## src/design/pin_port_regs.svh

```systemverilog
// Summary of operation
// - per-pin direction bit, 1 drives, reset 0
// - output data byte drives output pins
// - read-only input byte shows sampled pin levels
// - any pin level change sets its flag
// - write one clears flag, zero keeps it
// - interrupt high when flag set and unmasked
// - mask bit one blocks; masks reset to ones
// - read-only fixed identification byte
`ifndef PIN_PORT_REGS_SVH
`define PIN_PORT_REGS_SVH
`define REG_IDX_IDENTITY   8'h96
`define REG_IDX_DIRECTION  8'h97
`define REG_IDX_OUT_DATA   8'h9a
`define REG_IDX_IN_DATA    8'h9b
`define REG_IDX_MASK       8'h9c
`define REG_IDX_FLAGS      8'hc0
`define RST_DIRECTION      8'h00
`define RST_OUT_DATA       8'h00
`define RST_MASK           8'hff
`define RST_FLAGS          8'h00
`define RST_SYNC           8'h00
`endif

```

## src/design/pin_port_pkg.sv

```systemverilog
package pin_port_pkg;
  typedef struct packed {
    logic [7:0] wr;
    logic [7:0] rd;
    logic       wen;
    logic       ren;
  } reg_access_t;
  typedef struct packed {
    logic [7:0] level;
    logic [7:0] toggled;
  } pin_sample_t;
  typedef enum logic [1:0] {
    BUS_IDLE   = 2'b01,
    BUS_ANSWER = 2'b10
  } bus_state_t;
endpackage

```

## src/design/pin_input_sync.sv

```systemverilog
`timescale 1ns/10ps
`include "pin_port_regs.svh"
module pin_input_sync #(
  parameter int WIDTH = 8
) (
  input  wire logic             clk,
  input  wire logic             rst_n,
  input  wire logic [WIDTH-1:0] pin_in,
  output pin_port_pkg::pin_sample_t sample
);
  logic [WIDTH-1:0] meta_ff;
  logic [WIDTH-1:0] sync_ff;
  logic [WIDTH-1:0] last_ff;
  logic [WIDTH-1:0] nxt_meta;
  logic [WIDTH-1:0] nxt_sync;
  logic [WIDTH-1:0] nxt_last;

  always_comb begin
    nxt_meta = pin_in;
    nxt_sync = meta_ff;
    nxt_last = sync_ff;
  end

  // meta stage is read only by the sync stage
  always_ff @(posedge clk or negedge rst_n) begin
    if (!rst_n) begin
      meta_ff <= `RST_SYNC;
      sync_ff <= `RST_SYNC;
      last_ff <= `RST_SYNC;
    end else begin
      meta_ff <= nxt_meta;
      sync_ff <= nxt_sync;
      last_ff <= nxt_last;
    end
  end

  // a post-reset settle may flag pins that idle high; software clears once
  assign sample.level   = sync_ff;
  assign sample.toggled = sync_ff ^ last_ff;

  one_change_one_pulse_a: assert property (@(posedge clk) disable iff (!rst_n)
    sample.toggled != '0 |=> (sample.toggled & $past(sample.toggled)) == '0)
    else $error("change pulsed twice");
endmodule

```

## src/design/pin_flag_bit.sv

```systemverilog
`timescale 1ns/10ps
`include "pin_port_regs.svh"
module pin_flag_bit (
  input  wire logic clk,
  input  wire logic rst_n,
  input  wire logic event_seen,
  input  wire logic clear_req,
  output logic      flag_ff
);
  logic nxt_flag;

  // set beats a clear in the same cycle so no change is lost
  always_comb begin
    nxt_flag = flag_ff;
    if (clear_req) begin
      nxt_flag = 1'b0;
    end
    if (event_seen) begin
      nxt_flag = 1'b1;
    end
  end

  always_ff @(posedge clk or negedge rst_n) begin
    if (!rst_n) begin
      flag_ff <= 1'b0;
    end else begin
      flag_ff <= nxt_flag;
    end
  end

  set_wins_a: assert property (@(posedge clk) disable iff (!rst_n)
    event_seen |=> flag_ff)
    else $error("event lost");
  clear_works_a: assert property (@(posedge clk) disable iff (!rst_n)
    clear_req && !event_seen |=> !flag_ff)
    else $error("flag not cleared");
endmodule

```

## src/design/pin_port.sv

```systemverilog
`timescale 1ns/10ps
`include "pin_port_regs.svh"
module pin_port #(
  parameter int         PINS        = 8,
  parameter logic [7:0] IDENTITY_ID = 8'h5a  // arbitrary value
) (
  input  wire logic            clk,
  input  wire logic            arst_n,
  input  wire logic [7:0]      address,
  input  wire logic            read,
  input  wire logic            write,
  input  wire logic [31:0]     writedata,
  input  wire logic [3:0]      byteenable,
  output logic [31:0]          readdata,
  output logic                 waitrequest,
  input  wire logic [PINS-1:0] pin_in,
  output logic [PINS-1:0]      pin_out,
  output logic [PINS-1:0]      pin_oe,
  output logic                 pin_event_interrupt_input
);
  // address is the register index; byte address is four times it
  logic                        rst_s1_ff;
  logic                        rst_n_ff;
  pin_port_pkg::bus_state_t    state_ff;
  pin_port_pkg::bus_state_t    nxt_state;
  logic [7:0]                  direction_ff;
  logic [7:0]                  out_data_ff;
  logic [7:0]                  mask_ff;
  logic [7:0]                  nxt_direction;
  logic [7:0]                  nxt_out_data;
  logic [7:0]                  nxt_mask;
  logic [31:0]                 nxt_readdata;
  logic                        nxt_waitrequest;
  logic                        nxt_irq;
  logic [PINS-1:0]             flags;
  logic [PINS-1:0]             clear_bits;
  pin_port_pkg::pin_sample_t   sample;
  pin_port_pkg::reg_access_t   acc;

  always_ff @(posedge clk or negedge arst_n) begin
    if (!arst_n) begin
      rst_s1_ff <= 1'b0;
      rst_n_ff  <= 1'b0;
    end else begin
      rst_s1_ff <= 1'b1;
      rst_n_ff  <= rst_s1_ff;
    end
  end

  pin_input_sync #(
    .WIDTH (PINS)
  ) u_sync (
    .clk    (clk),
    .rst_n  (rst_n_ff),
    .pin_in (pin_in),
    .sample (sample)
  );

  // request taken only in idle; waitrequest drops one cycle later
  always_comb begin
    acc.wr  = writedata[7:0];
    acc.wen = (state_ff == pin_port_pkg::BUS_IDLE) && write && byteenable[0];
    acc.ren = (state_ff == pin_port_pkg::BUS_IDLE) && read;
    acc.rd  = 8'h00;
    unique case (address)
      `REG_IDX_IDENTITY:  acc.rd = IDENTITY_ID;
      `REG_IDX_DIRECTION: acc.rd = direction_ff;
      `REG_IDX_OUT_DATA:  acc.rd = out_data_ff;
      `REG_IDX_IN_DATA:   acc.rd = sample.level;
      `REG_IDX_MASK:      acc.rd = mask_ff;
      `REG_IDX_FLAGS:     acc.rd = flags;
      default:            acc.rd = 8'h00;
    endcase
  end

  always_comb begin
    nxt_state       = state_ff;
    nxt_waitrequest = 1'b1;
    nxt_readdata    = readdata;
    unique case (state_ff)
      pin_port_pkg::BUS_IDLE: begin
        if (read || write) begin
          nxt_state       = pin_port_pkg::BUS_ANSWER;
          nxt_waitrequest = 1'b0;
          nxt_readdata    = read ? {24'h000000, acc.rd} : 32'h00000000;
        end
      end
      pin_port_pkg::BUS_ANSWER: begin
        nxt_state = pin_port_pkg::BUS_IDLE;
      end
    endcase
  end

  always_comb begin
    nxt_direction = direction_ff;
    nxt_out_data  = out_data_ff;
    nxt_mask      = mask_ff;
    clear_bits    = '0;
    if (acc.wen) begin
      unique case (address)
        `REG_IDX_DIRECTION: nxt_direction = acc.wr;
        `REG_IDX_OUT_DATA:  nxt_out_data  = acc.wr;
        `REG_IDX_MASK:      nxt_mask      = acc.wr;
        `REG_IDX_FLAGS:     clear_bits    = acc.wr;
        default:            nxt_direction = direction_ff;
      endcase
    end
    nxt_irq = |(flags & ~nxt_mask);
  end

  genvar g;
  generate
    for (g = 0; g < PINS; g++) begin : g_flag
      pin_flag_bit u_flag (
        .clk        (clk),
        .rst_n      (rst_n_ff),
        .event_seen (sample.toggled[g]),
        .clear_req  (clear_bits[g]),
        .flag_ff    (flags[g])
      );
    end
  endgenerate

  always_ff @(posedge clk or negedge rst_n_ff) begin
    if (!rst_n_ff) begin
      state_ff                  <= pin_port_pkg::BUS_IDLE;
      waitrequest               <= 1'b1;
      readdata                  <= 32'h00000000;
      direction_ff              <= `RST_DIRECTION;
      out_data_ff               <= `RST_OUT_DATA;
      mask_ff                   <= `RST_MASK;
      pin_out                   <= `RST_OUT_DATA;
      pin_oe                    <= `RST_DIRECTION;
      pin_event_interrupt_input <= 1'b0;
    end else begin
      state_ff                  <= nxt_state;
      waitrequest               <= nxt_waitrequest;
      readdata                  <= nxt_readdata;
      direction_ff              <= nxt_direction;
      out_data_ff               <= nxt_out_data;
      mask_ff                   <= nxt_mask;
      pin_out                   <= nxt_out_data;
      pin_oe                    <= nxt_direction;
      pin_event_interrupt_input <= nxt_irq;
    end
  end

  dir_follows_a: assert property (@(posedge clk) disable iff (!rst_n_ff)
    acc.wen && address == `REG_IDX_DIRECTION |=> pin_oe == $past(writedata[7:0]))
    else $error("direction not applied");
  out_follows_a: assert property (@(posedge clk) disable iff (!rst_n_ff)
    acc.wen && address == `REG_IDX_OUT_DATA |=> pin_out == $past(writedata[7:0]))
    else $error("output data not applied");
  input_read_a: assert property (@(posedge clk) disable iff (!rst_n_ff)
    acc.ren && address == `REG_IDX_IN_DATA |=> readdata[7:0] == $past(sample.level))
    else $error("input byte wrong");
  irq_level_a: assert property (@(posedge clk) disable iff (!rst_n_ff)
    ##1 pin_event_interrupt_input == |($past(flags) & ~mask_ff))
    else $error("interrupt level wrong");
  mask_blocks_a: assert property (@(posedge clk) disable iff (!rst_n_ff)
    mask_ff == 8'hff |-> !pin_event_interrupt_input)
    else $error("masked flag raised interrupt");
  id_fixed_a: assert property (@(posedge clk) disable iff (!rst_n_ff)
    acc.ren && address == `REG_IDX_IDENTITY |=> readdata == {24'h000000, IDENTITY_ID})
    else $error("identity byte wrong");
  answer_once_a: assert property (@(posedge clk) disable iff (!rst_n_ff)
    !waitrequest |=> waitrequest)
    else $error("answer held two cycles");
endmodule

```

## config.mk

```make
export PLATFORM = sky130hd
export DESIGN_NAME = pin_port
export DESIGN_NICKNAME = d
export VERILOG_FILES = /design/src/design/pin_port_pkg.sv /design/src/design/pin_input_sync.sv /design/src/design/pin_flag_bit.sv /design/src/design/pin_port.sv
export VERILOG_INCLUDE_DIRS = /design/src /design/src/design
export SDC_FILE = /design/constraint.sdc
export NUM_CORES = 1
export LEC_CHECK = 0
export BUFFER_PORTS_ARGS = -buffer_cell sky130_fd_sc_hd__buf_2
export CAP_MARGIN = 40
export CORE_MARGIN = 2
export CORE_UTILIZATION = 40
export DETAILED_ROUTE_END_ITERATION = 8
export GPL_TIMING_DRIVEN = 0
export PLACE_DENSITY = 0.66
export SLEW_MARGIN = 5
export SYNTH_ARGS = -nofsm -noshare
export SYNTH_HDL_FRONTEND = slang
export SYNTH_SLANG_ARGS = --single-unit
```

## constraint.sdc

```tcl
create_clock -name clk -period 2.7 [get_ports clk]
set_clock_uncertainty 0.15 [all_clocks]
set_input_delay 0.405 -clock clk [delete_from_list [all_inputs] [get_ports clk]]
set_output_delay 0.405 -clock clk [all_outputs]
set_load 0.02 [all_outputs]
```

==> results of run 1 <==
## worst register-to-register path, delay by kind of cell (launching register included)
| kind | cells | cell delay, ns |
|---|---|---|
| simple gates | 3 | 0.92 |
| flops | 1 | 0.54 |
| mux | 1 | 0.43 |
| compound gates | 1 | 0.21 |
## layout make-up
type                       count  area [um^2]  area share (%)
sequential                    70         1770            45.7
multi-input combinational    157         1120            28.9
timing repair buffer          63          373            9.63
buffer                        28          199            5.14
clock buffer                  10          138            3.55
tap                           99          124            3.20
clock inverter                 6          109            2.81
inverter                      12         45.0            1.16
## routing by layer
metal,up-vias,part of all wire (%),wire length [um],global-route usage [%]
met5,-,0,0,0
met4,0,2.1,132,5.93
met1,972,46,2910,22.5
met2,71,46,2890,23.7
li1,1004,-,-,-
met3,9,5.9,372,5.73
## per-stage QoR
step / power (mW) / instance area, um^2 / TNS [ns] / hold slack (ns)
2_1_floorplan: 1.29 / 3130 / 0 / -0.0406
3_3_place_gp: 1.35 / 3520 / -15.34 / 0.0406
3_5_place_dp: 1.36 / 3560 / 0 / 0.0416
4_1_cts: 2.39 / 3810 / 0 / 0.00279
5_1_grt: 2.48 / 3870 / 0 / 0.00102
6_report: 2.38 / 3870 / 0 / 0.0144
## where the power goes
part | switching (mW) | internal (mW)
clock | 0.392 | 0.637
sequential | 0.0302 | 1.10
combinational | 0.128 | 0.0892
total | 0.549 | 1.83
## sequential cells by signal, summed over array words and instances (netlist names), 2 cells and up
signal                 count
out_data_ff                8
u_sync.last_ff             8
u_sync.nxt_last            8
direction_ff               8
u_sync.meta_ff             8
readdata                   8
mask_ff                    8
g_flag.u_flag.flag_ff      8
state_ff                   2
## logic make-up after synthesis
kind of cell / Yosys count / share of synthesized area (%)
xor+xnor: 8 / 2.31
buf+inv: 40 / 8.03
mux: 27 / 9.88
flops: 70 / 58.0
other cells: 2 / 0.247
compound gates: 46 / 11.4
simple gates: 51 / 10.1
## cells in the mapped netlist (all sizes together)
| master | number |
|---|---|
| a22oi | 4 |
| a22o | 10 |
| a21o | 8 |
| nand2 | 17 |
| and4b | 1 |
| nor2 | 8 |
| o21a | 1 |
| a222oi | 1 |
| nor3 | 4 |
| nand3b | 1 |
| nor4b | 1 |
| nand4 | 1 |
| and4bb | 1 |
| a211o | 2 |
| a31oi | 1 |
| nand4b | 1 |
| nand4bb | 1 |
| nand3 | 4 |
| o221ai | 1 |
| o22a | 4 |
| xor2 | 8 |
| and2 | 2 |
| mux2i | 3 |
| and3 | 1 |
| buf | 28 |
| nand2b | 3 |
| inv | 12 |
| conb | 2 |
| o41ai | 1 |
| nor2b | 3 |
| a211oi | 4 |
| nor4 | 1 |
| or2 | 1 |
| mux2 | 24 |
| dfstp | 10 |
| dfrtp | 60 |
| a21oi | 2 |
| o21ai | 7 |
## final timing paths
check	from	endpoint	slack, ns	cells past startpoint
max	state_ff[0]	pin_event_interrupt_input	0.40	5
min	pin_in[6]	u_sync.meta_ff[6]	0.01	1
max reg2reg	state_ff[0]	pin_event_interrupt_input	0.40	5
min reg2reg	rst_n_ff	u_sync.meta_ff[1]	0.08	0
max in group asynchronous	rst_n_ff	mask_ff[2]	1.74	1
min in group asynchronous	rst_n_ff	u_sync.meta_ff[1]	0.08	0
==> results.cfg, run 1 <==
[run_status]
status = finished, final reports clean

[worst_setup_path]
cp_cell_sequence = nand4b_1, nor4_4, mux2_2, o22a_1, nand4_1
cpMaxStageDelayCell = nor4_4
criticalPathCategory = register to register
crit_path_end_kind = register
slowest_delay_ns = 0.58
cpLargestDelayFamily = simple AND/OR/NAND/NOR gates
cp.buffers_inverters = 0
arrival_ns = 2.43
crit_path_start_kind = register
required_ns = 2.82
critPathMaxFanout = 8

[cts]
cts_setup_buffers = 0
cts_resized = 0
clock_latency_ns = 0.34
clkSlewWorstSetupHoldPaths_ns = 0.07
cts-root-buf = clkbuf_8
cts_tree = built
postCtsHoldBufs = 1
cts.path.max_buffers = 2
cts_buffers = 9
htree_levels = 3
clock_sinks = 70

[floorplan]
placementRows = 31
start_util_pct = 41.7
fp.dieH_um = 91.2
core_area_um2 = 7290
io_pins = 106
fp.dieW_um = 91.2
dieArea_um2 = 8310

[final_layout]
area_growth_pct = 27.4
final_util_pct = 53.1
fillers = 662
mostFrequentLayoutCells = 59 x dfrtp_1, 58 x buf_2, 25 x conb_1
num_antenna_cells = 0
final_nets = 397
final_layout_size_suffix_gt1_share_pct = 40.5
mostFrequentLayoutCell = dfrtp_1
stdcell_count = 445

[sta]
worst_pin_slew_ns = 0.671
rsz0062_at_grt = no
finalCriticalPeriod_ns = 2.30
fin_ws_ns = 0.395
setup_viol = 0
finalCritPeriodShare_pct = 85.4
hold_violations = 0
slew_violations = 0
slew_headroom_pct = 55.0
max_freq_mhz = 434

[routing]
routed_wl_mm = 6.30
vias = 2056
wl_per_cell_um = 14.2
first_pass_iters = 4
drtIter0Drc = 84
drc_errors = 0
antenna_left = 0
vias_per_cell = 4.62

[power]
p_leak_nw = 2.01
peakVddDrop_mv = 0.462
p_per_area_nw_per_um2 = 614

[global_route]
grt_use_total_pct = 16.3
grt_pass1_vias = 1998
grt_max_degree = 47
grt-ovfl-total = 0
grt_antenna_before_repair = 0
grt_pass1_wl_mm = 10.4

[place]
io_buffers = 54
hpwl_mm = 4.57
gp_congestion = 0.826
pre_cts_ws_ns = 0.200
dp_cells = 422

[synth]
synth_cell_types = 43
ys_seq_elements = 70
ys_top_cells_by_area = dfrtp_1 49%, mux2_2 8.9%, dfstp_2 8.6%, buf_4 5.9%, a22o_1 2.9%
avgSynthCellArea_um2 = 12.5
yosysTopAreaCell = dfrtp_1
yosys_warnings = 0
netlist.area_leader.share_pct = 49.4
syn-cell-area_um2 = 3040
seq_area_frac_synth_pct = 58.0
netlist_instances = 244

[worst_hold_path]
hold_class = input port to register

[run]
cap_viol_max_count = 0
Note: power is estimated with default switching activity, not from simulation.
==> inputs of run 2 (changes only) <==
==> constraint.sdc (replaced) <==
create_clock -name clk -period 2.7 [get_ports clk]
set_clock_uncertainty 0.15 [all_clocks]
set_input_delay 0.27 -clock clk [delete_from_list [all_inputs] [get_ports clk]]
set_output_delay 0.27 -clock clk [all_outputs]
set_load 0.02 [all_outputs]
==> results.cfg, run 2 (same netlist as run 1, synthesis figures left out) <==
[floorplan]
fp.dieH_um = 91.2
start_util_pct = 41.7
fp.dieW_um = 91.2
io_pins = 106
dieArea_um2 = 8310
placementRows = 31
core_area_um2 = 7290

[cts]
cts.path.max_buffers = 2
htree_levels = 3
clkSlewWorstSetupHoldPaths_ns = 0.07
cts_setup_buffers = 0
cts_tree = built
cts_resized = 0
clock_sinks = 70
clock_latency_ns = 0.35
cts_buffers = 9
cts-root-buf = clkbuf_8

[worst_setup_path]
critPathMaxFanout = 8
cpLargestDelayFamily = simple AND/OR/NAND/NOR gates
r2r_end = pin_event_interrupt_input
rr_worst_depth = 5
slowest_delay_ns = 0.58
required_ns = 2.82
crit_path_end_kind = register
arrival_ns = 2.43
cp.buffers_inverters = 0
crit_path_start_kind = register
cpMaxStageDelayCell = nor4_4
cp_cell_sequence = nand4b_1, nor4_4, mux2_2, o22a_1, nand4_1
criticalPathCategory = register to register
reg2reg_from = state_ff[0]
rrSetupSlack_ns = 0.39
startpoint = state_ff[0]

[final_layout]
design_area_um2 = 3890
final_util_pct = 53.4
final_layout_size_suffix_gt1_share_pct = 40.2
num_antenna_cells = 0
final_nets = 399
mostFrequentLayoutCell = dfrtp_1
area_growth_pct = 28.1
mostFrequentLayoutCells = 59 x dfrtp_1, 58 x buf_2, 25 x conb_1

[place]
placed_area_um2 = 3560
hpwl_mm = 4.57
gp_congestion = 0.826
io_buffers = 54
pre_cts_ws_ns = 0.335

[power]
clock_power_share_pct = 43.2
p_leak_nw = 2.02
p_int_mw = 1.83
switching_share_pct = 23.1
power_mw = 2.38
p_seq_share_pct = 47.6
p_per_area_nw_per_um2 = 612
p_sw_uw = 550
power_frac_comb_pct = 9.2
peakVddDrop_mv = 0.462

[global_route]
grt_use_total_pct = 16.4
grt_max_degree = 47
grt_antenna_before_repair = 0
grt_pass1_vias = 2015
grt_pass1_wl_mm = 10.5
grt-ovfl-total = 0

[run]
cap_viol_max_count = 0

[routing]
antenna_left = 0
vias = 2060
drc_errors = 0
drtIter0Drc = 73
first_pass_iters = 4
vias_per_cell = 4.61
routed_wl_mm = 6.33
wl_per_cell_um = 14.2

[sta]
slew_headroom_pct = 54.6
hold_violations = 0
fin_ws_ns = 0.392
worst_pin_slew_ns = 0.677
fin_hold_ws_ns = 0.0574
rsz0062_at_grt = no
slew_violations = 0
setup_viol = 0
finalCriticalPeriod_ns = 2.31
max_freq_mhz = 433
finalCritPeriodShare_pct = 85.5

[worst_hold_path]
hold_path.startpoint = writedata[1]
hold_path_depth = 2
whs_endpoint = out_data_ff[1]
hold_class = input port to register

[run_status]
status = finished, final reports clean
## run 2: changes by cell type in the layout (fill, tap and decap cells not counted)
cell           previous run  this run
dlygate4sd3_1             7         9
## run 2: area by class of cell
| class | instances | area [um^2] |
|---|---|---|
| buffer | 28 | 199 |
| inverter | 12 | 45.0 |
| clock inverter | 6 | 109 |
| clock buffer | 10 | 138 |
| sequential | 70 | 1770 |
| timing repair buffer | 65 | 393 |
| multi-input combinational | 157 | 1120 |
| fill | 662 | 3400 |
| tap | 99 | 124 |
## run 2: routing by layer
| layer | wire (um) | global-route usage, % | share of wire, % | vias to the layer above |
|---|---|---|---|---|
| li1 | - | - | - | 1008 |
| met1 | 2940 | 22.5 | 47 | 977 |
| met4 | 132 | 5.93 | 2.1 | 0 |
| met3 | 367 | 5.73 | 5.8 | 9 |
| met5 | 0 | 0 | 0 | - |
| met2 | 2880 | 24.1 | 46 | 66 |
## run 2: timing repair
item	4_1_cts	5_1_grt
hold endpoints to repair	10	0
hold buffers	9	0
setup endpoints to repair	0	0
## run 2: worst max path at each step
| stage | to | cells after the start |
|---|---|---|
| floorplan | direction_ff[0] | 0 |
| global placement | readdata[2] | 0 |
| detailed placement | direction_ff[7] | 5 |
| CTS | pin_event_interrupt_input | 5 |
| global route | pin_event_interrupt_input | 5 |
| finish | pin_event_interrupt_input | 5 |
## run 2: per-stage QoR
step | setup TNS [ns] | cells
6_report | 0 | 447
5_1_grt | 0 | 447
4_1_cts | 0 | 447
3_5_place_dp | 0 | 422
3_3_place_gp | -15.34 | 420
2_1_floorplan | 0 | 267
## run 2: power groups by stage
stage | clock (mW) | sequential (mW) | combinational (mW)
after floorplan | 0 | 1.17 | 0.118
after global placement | 0 | 1.16 | 0.187
after detailed placement | 0 | 1.16 | 0.209
after CTS | 1.04 | 1.13 | 0.220
after global routing | 1.11 | 1.14 | 0.237
final | 1.03 | 1.13 | 0.219
==> inputs of run 3 (changes only) <==
CORE_UTILIZATION = 45   (was 40)
GPL_TIMING_DRIVEN = default   (was 0)
PLACE_DENSITY = 0.73   (was 0.66)
==> results.cfg, run 3 (same netlist as run 1, synthesis figures left out) <==
[run_status]
status = finished, final reports clean

[global_route]
grt_max_degree = 40
grt-ovfl-total = 0
use_met2_pct = 24.8
grt_antenna_before_repair = 0
busiest_layer = met1
grt_use_met3_pct = 4.67
grt_use_total_pct = 17.9
grt_pass1_vias = 1928
use_met1_pct = 26.7
grt_pass1_wl_mm = 9.94

[final_layout]
mostFrequentLayoutCells = 59 x dfrtp_1, 55 x buf_2, 25 x conb_1
final_layout_size_suffix_gt1_share_pct = 35.5
num_antenna_cells = 0
final_util_pct = 55.7
mostFrequentLayoutCell = dfrtp_1
area_growth_pct = 18.4
final_nets = 375

[sta]
finalSetupTns_ns = 0
slew_violations = 0
worst_pin_slew_ns = 0.687
finalCriticalPeriod_ns = 2.10
setup_viol = 0
finalCritPeriodShare_pct = 77.8
max_freq_mhz = 476
fin_hold_ws_ns = 0.0590
hold_violations = 0
rsz0062_at_grt = no
slew_headroom_pct = 54.2

[routing]
first_pass_iters = 4
drtIter0Drc = 128
vias_per_cell = 5.03
vias = 2018
wl_per_cell_um = 15.3
antenna_left = 0
drc_errors = 0
routed_wl_mm = 6.12

[worst_setup_path]
arrival_ns = 2.22
criticalPathCategory = register to register
crit_path_end_kind = register
critPathMaxFanout = 8
rrSetupSlack_ns = 0.60
required_ns = 2.82
crit_path_start_kind = register

[cts]
clock_latency_ns = 0.34
cts_tree = built
cts-root-buf = clkbuf_8
clock_sinks = 70
cts_setup_buffers = 0
cts.path.max_buffers = 2
htree_levels = 3
clkSlewWorstSetupHoldPaths_ns = 0.08
cts_buffers = 9

[run]
cap_viol_max_count = 0

[floorplan]
start_util_pct = 47.1
placementRows = 29
fp.dieW_um = 86.2
dieArea_um2 = 7430
io_pins = 106
fp.dieH_um = 86.2
core_area_um2 = 6460

[power]
p_leak_nw = 1.84
power_mw = 2.02
peakVddDrop_mv = 0.378
p_per_area_nw_per_um2 = 562

[place]
hpwl_mm = 4.39
gp_congestion = 0.818
io_buffers = 54

[worst_hold_path]
hold_class = input port to register
==> run 3: cell types whose count changed in the layout (fill, tap and decap cells not counted) <==
cell | previous run | this run
buf_1 | 1 | 0
buf_12 | 0 | 1
buf_16 | 1 | 0
buf_2 | 58 | 55
buf_4 | 24 | 4
bufinv_16 | 3 | 0
clkbuf_1 | 0 | 2
clkbuf_8 | 10 | 9
clkinv_2 | 2 | 4
clkinv_4 | 1 | 0
clkinvlp_4 | 0 | 1
dfrtp_2 | 0 | 1
dfrtp_4 | 1 | 0
==> run 3: repair_timing <==
action / CTS / global route
hold buffers: 9 / 0
resized for setup: 0 / 0
endpoints found under the hold margin: 10 / 0
==> run 3: critical path, stage by stage, from the launching register on <==
cell	delay, ns
dfstp_2	0.53
nand4b_1	0.23
nor4_4	0.21
buf_4	0.21
mux2_2	0.36
o22a_1	0.21
nand4_1	0.12
==> run 3: final timing paths <==
path | from | end | depth (start not counted)
worst max-delay path | state_ff[0] | pin_event_interrupt_input | 6
worst min-delay path | writedata[4] | direction_ff[4] | 2
worst max register to register | state_ff[0] | pin_event_interrupt_input | 6
worst min register to register | rst_n_ff | direction_ff[4] | 0
max in group asynchronous | rst_n_ff | mask_ff[3] | 1
min in group asynchronous | arst_n | rst_n_ff | 2
==> run 3: power by group <==
part           total, mW  internal, mW  switching, mW
clock              0.698         0.327          0.371
combinational      0.188        0.0669          0.121
sequential          1.14          1.10         0.0326
total               2.02          1.50          0.525
==> run 3: area by class of cell <==
class                      count  area (um^2)
timing repair buffer          69          415
fill                         542         2860
clock buffer                  11          131
sequential                    70         1770
inverter                      12         45.0
clock inverter                 5         27.5
tap                           77         96.3
multi-input combinational    157         1120
==> run 3: metrics by stage <==
step / area (um^2) / setup slack, ns / instances
final: 3600 / 0.600 / 401
after global routing: 3600 / 0.511 / 401
after CTS: 3600 / 0.575 / 401
after detailed placement: 3350 / 0.393 / 376
after global placement: 3340 / 0.272 / 375
after floorplan: 3130 / 0.474 / 267
==> run 3: per-layer routing <==
layer	part of all wire [%]	wire, um
met3	5.0	303
met1	48	2940
met2	46	2780
met4	1.4	87
met5	0	0
